$ cat src/output_onoff_delay_map.svh
// Register offsets, widths, reset values and timing for the output delay block
// How it works
// Each output delays on, off, or both
// Delay 0.1 to 100.0 s in tenths
// Output asserts after full ON delay
// Source pulses shorter than ON delay vanish
// OFF delay extends trailing edge
// Gaps shorter than OFF delay bridged
// Both delays apply together
// All six delays reset to zero
// Delays apply to any assigned function
// Function 00 drives output in Run
// Run-status output off in Stop
// Run-status output active low, sinks current; code: terminals 11 and 12 only, relay coil driven high
// Run-status assignable to any output
// Tenth-second tick counters restart on return
// Outputs off, counters cleared after reset
`ifndef OUTPUT_ONOFF_DELAY_MAP_SVH
`define OUTPUT_ONOFF_DELAY_MAP_SVH

`define OOD_ADDR_W      6
`define OOD_DLY_W       11
`define OOD_FSEL_W      6
`define OOD_NCH         3
`define OOD_NDLY        6
`define OOD_SUB_W       32

`define OOD_REG_ON11    6'h00
`define OOD_REG_STRIDE  6'h04
`define OOD_REG_F11     6'h18
`define OOD_REG_STATUS  6'h24

`define OOD_DLY_MAX     11'h3E8
`define OOD_DLY_RST     11'h000
`define OOD_FSEL_RST    6'h00
`define OOD_FUNC_RUN    6'h00

`define OOD_TICK_MS     100
`define OOD_CLK_KHZ     125000

`endif

$ cat src/output_onoff_delay_pkg.sv
// Types shared by the output delay block
`default_nettype none
`include "output_onoff_delay_map.svh"

package output_onoff_delay_pkg;

    typedef struct packed {
        logic                      wr;
        logic                      rd;
        logic [`OOD_ADDR_W-1:0]    addr;
        logic [31:0]               wdata;
    } bus_req_t;

    typedef struct packed {
        logic                      level;
        logic [`OOD_DLY_W-1:0]     ticks;
        logic [`OOD_SUB_W-1:0]     sub;
    } chan_t;

    typedef struct packed {
        logic                      term11_out;
        logic                      term11_oe_n;
        logic                      term12_out;
        logic                      term12_oe_n;
        logic                      relay_coil;
    } pins_t;

    typedef struct packed {
        chan_t [`OOD_NCH-1:0]                        ch;
        logic  [`OOD_NDLY-1:0][`OOD_DLY_W-1:0]       dly;
        logic  [`OOD_NCH-1:0][`OOD_FSEL_W-1:0]       fsel;
        logic  [31:0]                                rdata;
        pins_t                                       pins;
    } state_t;

endpackage : output_onoff_delay_pkg

`default_nettype wire

$ cat src/output_onoff_delay.sv
// Output ON/OFF delay and function routing for terminals 11, 12 and the relay
//
// Design decisions made here: strobed register access and the register offsets.
`default_nettype none
`include "output_onoff_delay_map.svh"

module output_onoff_delay #(
    parameter int unsigned FUNC_N      = 64,
    parameter int unsigned TICK_CYCLES = `OOD_TICK_MS * `OOD_CLK_KHZ
) (
    input  wire logic                             clock_i,
    input  wire logic                             sys_rst_i,
    input  wire output_onoff_delay_pkg::bus_req_t bus_i,
    output var  logic [31:0]                      rdata_o,
    input  wire logic                             run_mode_i,
    input  wire logic [FUNC_N-1:0]                func_src_i,
    output var  logic                             term11_out_o,
    output var  logic                             term11_oe_n_o,
    output var  logic                             term12_out_o,
    output var  logic                             term12_oe_n_o,
    output var  logic                             relay_coil_o
);
    import output_onoff_delay_pkg::*;

    localparam logic [`OOD_SUB_W-1:0] TICK_LAST = `OOD_SUB_W'(TICK_CYCLES - 1);

    state_t state;
    state_t next_state;

    // Function code 00 is the run signal; other codes pick a source line
    function automatic logic pick_source(
        input logic [`OOD_FSEL_W-1:0] code,
        input logic                   run,
        input logic [FUNC_N-1:0]      src
    );
        logic hit;
        hit = 1'b0;
        // run-status routing
        if (code == `OOD_FUNC_RUN) begin
            hit = run;
        end else if (int'(code) < FUNC_N) begin
            hit = src[code];
        end
        return hit;
    endfunction : pick_source

    // Values above 100.0 s are held at the limit
    function automatic logic [`OOD_DLY_W-1:0] clamp_delay(input logic [31:0] value);
        logic [`OOD_DLY_W-1:0] res;
        res = `OOD_DLY_MAX;
        // delay range
        if (value < 32'(`OOD_DLY_MAX)) begin
            res = value[`OOD_DLY_W-1:0];
        end
        return res;
    endfunction : clamp_delay

    function automatic logic [`OOD_ADDR_W-1:0] reg_addr(
        input logic [`OOD_ADDR_W-1:0] base,
        input int                     idx
    );
        return base + `OOD_ADDR_W'(idx) * `OOD_REG_STRIDE;
    endfunction : reg_addr

    always_comb begin
        logic [`OOD_NCH-1:0]   src;
        logic [`OOD_DLY_W-1:0] dly;
        next_state       = state;
        next_state.rdata = '0;
        src              = '0;
        dly              = '0;

        // delays apply after any function choice
        for (int c = 0; c < `OOD_NCH; c++) begin
            src[c] = pick_source(state.fsel[c], run_mode_i, func_src_i);
        end

        if (bus_i.wr) begin
            for (int i = 0; i < `OOD_NDLY; i++) begin
                if (bus_i.addr == reg_addr(`OOD_REG_ON11, i)) begin
                    next_state.dly[i] = clamp_delay(bus_i.wdata);
                end
            end
            for (int c = 0; c < `OOD_NCH; c++) begin
                if (bus_i.addr == reg_addr(`OOD_REG_F11, c)) begin
                    next_state.fsel[c] = bus_i.wdata[`OOD_FSEL_W-1:0];
                end
            end
        end

        if (bus_i.rd) begin
            for (int i = 0; i < `OOD_NDLY; i++) begin
                if (bus_i.addr == reg_addr(`OOD_REG_ON11, i)) begin
                    next_state.rdata = 32'(state.dly[i]);
                end
            end
            for (int c = 0; c < `OOD_NCH; c++) begin
                if (bus_i.addr == reg_addr(`OOD_REG_F11, c)) begin
                    next_state.rdata = 32'(state.fsel[c]);
                end
            end
            if (bus_i.addr == `OOD_REG_STATUS) begin
                next_state.rdata = 32'({run_mode_i, src,
                    state.ch[2].level, state.ch[1].level, state.ch[0].level});
            end
        end

        for (int c = 0; c < `OOD_NCH; c++) begin
            // delay picked by the edge pending
            dly = state.ch[c].level ? state.dly[2*c+1] : state.dly[2*c];
            if (src[c] == state.ch[c].level) begin
                // restart on return
                next_state.ch[c].ticks = '0;
                next_state.ch[c].sub   = '0;
            end else if (dly == '0) begin
                // zero delay follows source
                next_state.ch[c].level = src[c];
                next_state.ch[c].ticks = '0;
                next_state.ch[c].sub   = '0;
            end else if (state.ch[c].sub == TICK_LAST) begin
                next_state.ch[c].sub = '0;
                // full tick count
                if (state.ch[c].ticks + `OOD_DLY_W'(1) >= dly) begin
                    next_state.ch[c].level = src[c];
                    next_state.ch[c].ticks = '0;
                end else begin
                    next_state.ch[c].ticks = state.ch[c].ticks + `OOD_DLY_W'(1);
                end
            end else begin
                next_state.ch[c].sub = state.ch[c].sub + `OOD_SUB_W'(1);
            end
        end

        // open collectors 11 and 12 sink when ON; relay coil driven high when ON
        next_state.pins.term11_out  = 1'b0;
        next_state.pins.term11_oe_n = ~next_state.ch[0].level;
        next_state.pins.term12_out  = 1'b0;
        next_state.pins.term12_oe_n = ~next_state.ch[1].level;
        next_state.pins.relay_coil  = next_state.ch[2].level;
    end

    always_ff @(posedge clock_i) begin
        if (sys_rst_i) begin
            // outputs off, counters clear
            state                  <= '0;
            state.pins.term11_oe_n <= 1'b1;
            state.pins.term12_oe_n <= 1'b1;
            for (int i = 0; i < `OOD_NDLY; i++) begin
                state.dly[i] <= `OOD_DLY_RST;
            end
            for (int c = 0; c < `OOD_NCH; c++) begin
                state.fsel[c] <= `OOD_FSEL_RST;
            end
        end else begin
            state <= next_state;
        end
    end

    assign rdata_o       = state.rdata;
    assign term11_out_o  = state.pins.term11_out;
    assign term11_oe_n_o = state.pins.term11_oe_n;
    assign term12_out_o  = state.pins.term12_out;
    assign term12_oe_n_o = state.pins.term12_oe_n;
    assign relay_coil_o  = state.pins.relay_coil;

endmodule : output_onoff_delay

`default_nettype wire

$ cat config.mk
export PLATFORM = sky130hd
export DESIGN_NAME = output_onoff_delay
export DESIGN_NICKNAME = d
export VERILOG_FILES = /design/src/output_onoff_delay_pkg.sv /design/src/output_onoff_delay.sv
export VERILOG_INCLUDE_DIRS = /design/src
export SDC_FILE = /design/constraint.sdc
export NUM_CORES = 1
export LEC_CHECK = 0
export BUFFER_PORTS_ARGS = -buffer_cell sky130_fd_sc_hd__clkbuf_2
export CAP_MARGIN = 5
export CORE_MARGIN = 5
export CORE_UTILIZATION = 50
export CTS_BUF_LIST = sky130_fd_sc_hd__clkbuf_4
export CTS_CLUSTER_DIAMETER = 40
export DETAILED_ROUTE_END_ITERATION = 8
export GPL_TIMING_DRIVEN = 0
export PLACE_DENSITY = 0.66
export SYNTH_ARGS = -nofsm -noshare
export SYNTH_HDL_FRONTEND = slang
export SYNTH_SLANG_ARGS = --single-unit
$ cat constraint.sdc
create_clock -name clock_i -period 4.6 [get_ports clock_i]
set_input_delay 0.69 -clock clock_i [delete_from_list [all_inputs] [get_ports clock_i]]
set_output_delay 0.69 -clock clock_i [all_outputs]
set_load 0.02 [all_outputs]
==> impl_metrics.toml, run 1 <==
[floorplan]
core_area_sq_um = 26800
io-pin-count = 144
die_h_um = 175
num_rows = 60
die_w_um = 175
dieArea_sq_um = 30500
start_util = 0.506

[sta]
clock_skew_ns = 0.0582
final.min_clock_period_ns = 3.90
slew_headroom = 0.153
final_hold_viol_count = 0
rsz0062_at_grt = "no"
max_clock_freq_mhz = 257
slew_viol_final = 0
finalSetupViolCount = 0
whs_ns = 0.318
worst_slew_pin_slew_ns = 1.26
period_share = 0.847
fin_setup_tns_ns = 0

[clocking]
clk_latency_ns = 0.67
cts_setup_buffers = 0
numCtsBuffers = 68
cts_resized = 0
clockBufferDepth = 3
cts.sinks = 229
cts.clk_slew.worst_paths_ns = 0.07
cts_root_buf = "clkbuf_4"
cts_hold_buffers = 0
tritoncts = "done"
cts_max_level = 3

[pwr]
cellLeakagePower_nw = 5.68
p_per_area_nw_per_um2 = 292
ir_worst_vdd_mv = 0.196

[logic_synthesis]
synth_seq_cells = 229
synth_area_leader_cell = "dfxtp_1"
netlist_area_sq_um = 13600
synth_cell_types = 72
yosysMostFrequentCell = "nor2_1"
synth-main-ff-cell = "dfxtp_1"
syn-instance-count = 1532
synth-edff-count = 0
yosys_warnings = 0
ys_seq_area_frac = 0.338
synthTopCellsByCount = "nor2_1 (239), dfxtp_1 (229), mux2i_1 (95), nand2_1 (84), nand3_1 (76)"
synth_top_area_frac = 0.338
async_reset_ff_frac = 0
avgSynthCellArea_sq_um = 8.85
ys_top_cells_by_area = "dfxtp_1 (34%), mux4_2 (7.3%), mux2i_1 (7.0%), nor2_1 (6.6%), xor2_1 (4.0%)"

[placement]
place_congestion = 0.957
port_buffers = 120
dp_hpwl_um = 27700

[detailed_routing]
finalWirelength_um = 37300
drc = 0
avgViaCountPerCell = 5.73
drt_iter0_markers = 1062
wl_per_cell_um = 17.4
antenna_left = 0
via_count = 12300
firstDrtPassIters = 5

[grt]
track_usage = 0.240
antenna_found_initial = 2
grt_pass1_vias = 12000
grt_pass1_wl_um = 60700
grt-ovfl-total = 0
grt_max_degree = 11

[critical_path]
worstSetupStartpointType = "flip-flop"
crit_type = "flip-flop to flip-flop"
crit_arrival_ns = 4.42
endpoint_kind = "flip-flop"
cp.required_ns = 5.12
crit_fanout = 10

[finish]
drive_gt1_frac = 0.215
finalNetCount = 1890
fill_cells = 2471
syn_to_final_growth_pct = 14.9

[min_path]
worstHoldPathType = "primary input to flip-flop"

[outcome]
outcome = "complete, no violations"

[flow_run]
maxCapViolCount = 0
-- path summary, 6_finish.rpt --
check             slack [ns]  cells past startpoint        from       endpoint
hold / removal          0.32                      3    bus_i[2]      state[51]
hold reg to reg         0.45                      1  state[165]     state[165]
setup / recovery        0.70                     14  state[197]  term12_oe_n_o
setup reg to reg        0.70                     14  state[197]  term12_oe_n_o
-- where the power goes --
| group | internal (mW) | total (mW) | switching (mW) |
|---|---|---|---|
| registers | 2.00 | 2.01 | 0.0124 |
| logic | 0.205 | 0.520 | 0.315 |
| clock network | 1.12 | 2.01 | 0.891 |
-- per-layer routing --
metal,GRT usage,share of wire,wire [um]
met1,0.328,0.44,16400
met3,0.0493,0.072,2680
met2,0.374,0.45,16800
met4,0.0959,0.036,1350
met5,0,0,0
-- layout by cell type (no fill, tap or decap), drive strengths merged, types with 42 or more instances in the layout --
| cell type | netlist | final |
|---|---|---|
| nand3 | 77 | 77 |
| xor2 | 62 | 62 |
| clkbuf | 42 | 262 |
| a211oi | 46 | 46 |
| a21oi | 55 | 55 |
| mux4 | 48 | 48 |
| nor3 | 42 | 42 |
| dfxtp | 229 | 229 |
| nand2 | 84 | 84 |
| nor2 | 257 | 257 |
| xnor2 | 46 | 46 |
| buf | 65 | 65 |
| mux2i | 95 | 95 |
-- per-stage QoR --
| stage | total power [mW] | setup slack (ns) | cells | utilization | cell area [sq um] |
|---|---|---|---|---|---|
| global placement | 2.57 | 0.707 | 2015 | 0.547 | 14700 |
| floorplan | 2.41 | 1.35 | 1554 | - | 13600 |
| finish | 4.54 | 0.702 | 2139 | 0.581 | 15600 |
| global route | 4.77 | 0.347 | 2139 | 0.581 | 15600 |
| detailed placement | 2.58 | 0.680 | 2015 | 0.547 | 14700 |
| CTS | 4.61 | 0.687 | 2137 | 0.581 | 15600 |
-- state kept, by name, summed over array words and instances, names as in the netlist, named ones only --
register / flops
rdata_o: 11
relay_coil_o: 1
term11_oe_n_o: 1
term12_oe_n_o: 1
state: 213
-- worst max-delay path, stage by stage, from the launching register on --
cell and delay (ns):
dfxtp_1 0.41, ha_1 0.25, nand3_1 0.19, nor2_1 0.29
and3_1 0.24, nor2b_1 0.06, or2_2 0.30, ha_1 0.32
a2111oi_0 0.39, o21ai_0 0.16, a21oi_1 0.17, o21ai_1 0.30
a21oi_1 0.27, nor2_1 0.07, or3_1 0.37
-- final cells by class --
| class | count | area (sq um) | share of cell area |
|---|---|---|---|
| multi-input cells | 1188 | 8340 | 0.536 |
| clock inverters | 22 | 149 | 0.00956 |
| well taps | 341 | 427 | 0.0274 |
| clock buffers | 100 | 751 | 0.0482 |
| inverters | 30 | 113 | 0.00723 |
| flip-flops and latches | 229 | 4580 | 0.294 |
| diodes | 2 | 5.00 | 0.000321 |
| plain buffers | 107 | 598 | 0.0384 |
| repair buffers | 120 | 601 | 0.0386 |
-- cells by family after synthesis --
family,Yosys count,share of synthesized area
other,1,0.000277
xor gates and xnor gates,108,0.0698
adders and majority gates,39,0.0360
and+or+nand+nor,654,0.240
AOI/OAI and AO/OA,209,0.102
buffers and inverters,137,0.0524
DFF,229,0.338
muxes,155,0.161
Power figures use the tool's default switching activity.
==> run 2, diff against run 1 <==
clock period = 3.9 ns   (was 4.6 ns; I/O delays follow)
==> impl_metrics.toml, run 2 (synthesis gave the netlist of run 1 again) <==
[placement]
port_buffers = 120
place_congestion = 0.957
dp_hpwl_um = 27700
pre_cts_ws_ns = -0.0201

[floorplan]
start_util = 0.506
die_w_um = 175
core_area_sq_um = 26800
die_h_um = 175
io-pin-count = 144
num_rows = 60
dieArea_sq_um = 30500

[grt]
grt_max_degree = 11
grt_pass1_vias = 12000
antenna_found_initial = 2
grt-ovfl-total = 0
grt_pass1_wl_um = 60700
track_usage = 0.240

[pwr]
p_per_area_nw_per_um2 = 344
switching_power_mw = 1.44
pwr-share-clk = 0.442
p_int_mw = 3.92
ir_worst_vdd_mv = 0.231
swShare = 0.269
combinationalPowerShare = 0.115
p_seq_frac = 0.443
cellLeakagePower_nw = 5.69

[detailed_routing]
finalWirelength_um = 37300
wl_per_cell_um = 17.4
antenna_left = 0
drt_iter0_markers = 963
drc = 0
via_count = 12300
avgViaCountPerCell = 5.73
firstDrtPassIters = 5

[clocking]
cts.clk_slew.worst_paths_ns = 0.07
numCtsBuffers = 68
cts.sinks = 229
clk_latency_ns = 0.67
cts_max_level = 3
cts_root_buf = "clkbuf_4"
clockBufferDepth = 3
cts_hold_buffers = 0
cts_setup_buffers = 0
tritoncts = "done"

[sta]
slew_headroom = 0.166
slew_viol_final = 0
final.min_clock_period_ns = 3.60
clock_skew_ns = 0.0535
whs_ns = 0.211
fin_ws_ns = 0.301
finalSetupViolCount = 0
period_share = 0.923
final_hold_viol_count = 0
rsz0062_at_grt = "no"
max_clock_freq_mhz = 278
worst_slew_pin_slew_ns = 1.24

[outcome]
outcome = "complete, no violations"

[flow_run]
maxCapViolCount = 0

[critical_path]
crit_arrival_ns = 4.12
endpoint_kind = "flip-flop"
crit_type = "flip-flop to flip-flop"
path_cells = "ha_1 > nand3_2 > nor2_4 > and3_1 > nor2b_1 > or2_2 > ha_1 > a2111oi_1 > o21ai_0 > a21oi_1 > o21ai_2 > a21oi_1 > nor2_1 > or3_1"
worstSetupStartpointType = "flip-flop"
slowest_stage = "dfxtp_1"
crit_fanout = 10
cp.required_ns = 4.42
cpPeakStageDelay_ns = 0.41

[finish]
drive_gt1_frac = 0.217
layout_commonest_cell = "nor2_1"
layout_common_cells = "nor2_1 (238), dfxtp_1 (229), clkbuf_2 (121)"
postLayoutCoreUtil = 0.582
fill_cells = 2468
top_register = "state"
syn_to_final_growth_pct = 15.1
largest_reg_flops = 213
finalNetCount = 1890

[min_path]
worstHoldPathType = "primary input to flip-flop"
==> run 2: what timing repair did <==
item                       in CTS  in global routing
hold endpoints to repair        0                  0
setup endpoints to repair       1                 17
gates resized for setup         1                  6
==> run 2: final timing paths <==
check,from,endpoint,slack [ns],cells after the start
worst max register to register,state[197],term12_oe_n_o,0.30,14
worst min register to register,state[165],state[165],0.45,1
worst min-delay path,bus_i[2],state[51],0.21,3
worst max-delay path,state[197],term12_oe_n_o,0.30,14
==> run 2: cell type report <==
type | instances | area, sq um | share of cell area
multi-input combinational | 1188 | 8370 | 0.537
sequential | 229 | 4580 | 0.294
clock buffer | 100 | 751 | 0.0481
timing repair buffer | 120 | 601 | 0.0385
buffer | 107 | 599 | 0.0384
tap | 341 | 427 | 0.0274
clock inverter | 22 | 149 | 0.00955
inverter | 30 | 113 | 0.00722
antenna | 2 | 5.00 | 0.000321
==> run 2: critical path, delay by kind of cell (launching register included) <==
kind / cells / cell delay, ns
AND/OR/NAND/NOR: 7 / 1.36
AO/OA/AOI/OAI: 5 / 1.12
adder cells (fa/ha/maj): 2 / 0.58
flip-flops: 1 / 0.41
==> run 2: stage by stage <==
stage	cells	area (sq um)	setup TNS, ns	power (mW)
6_report	2139	15600	0	5.36
5_1_grt	2139	15600	0	5.63
4_1_cts	2137	15600	0	5.43
3_5_place_dp	2015	14700	-0.0542	3.04
3_3_place_gp	2015	14700	0	3.03
2_1_floorplan	1554	13600	0	2.84
==> run 2: metal layers <==
layer	track usage	vias up	wire length, um
met2	0.375	438	17000
met1	0.328	5744	16400
met3	0.0493	98	2690
met5	0	-	0
met4	0.0959	0	1270
li1	-	5977	-
==> run 2: power by group through the flow <==
stage	sequential, mW	clock (mW)	combinational (mW)
final	2.38	2.37	0.617
after global routing	2.38	2.59	0.667
after CTS	2.38	2.44	0.614
after detailed placement	2.43	0	0.610
after global placement	2.43	0	0.603
after floorplan	2.43	0	0.408
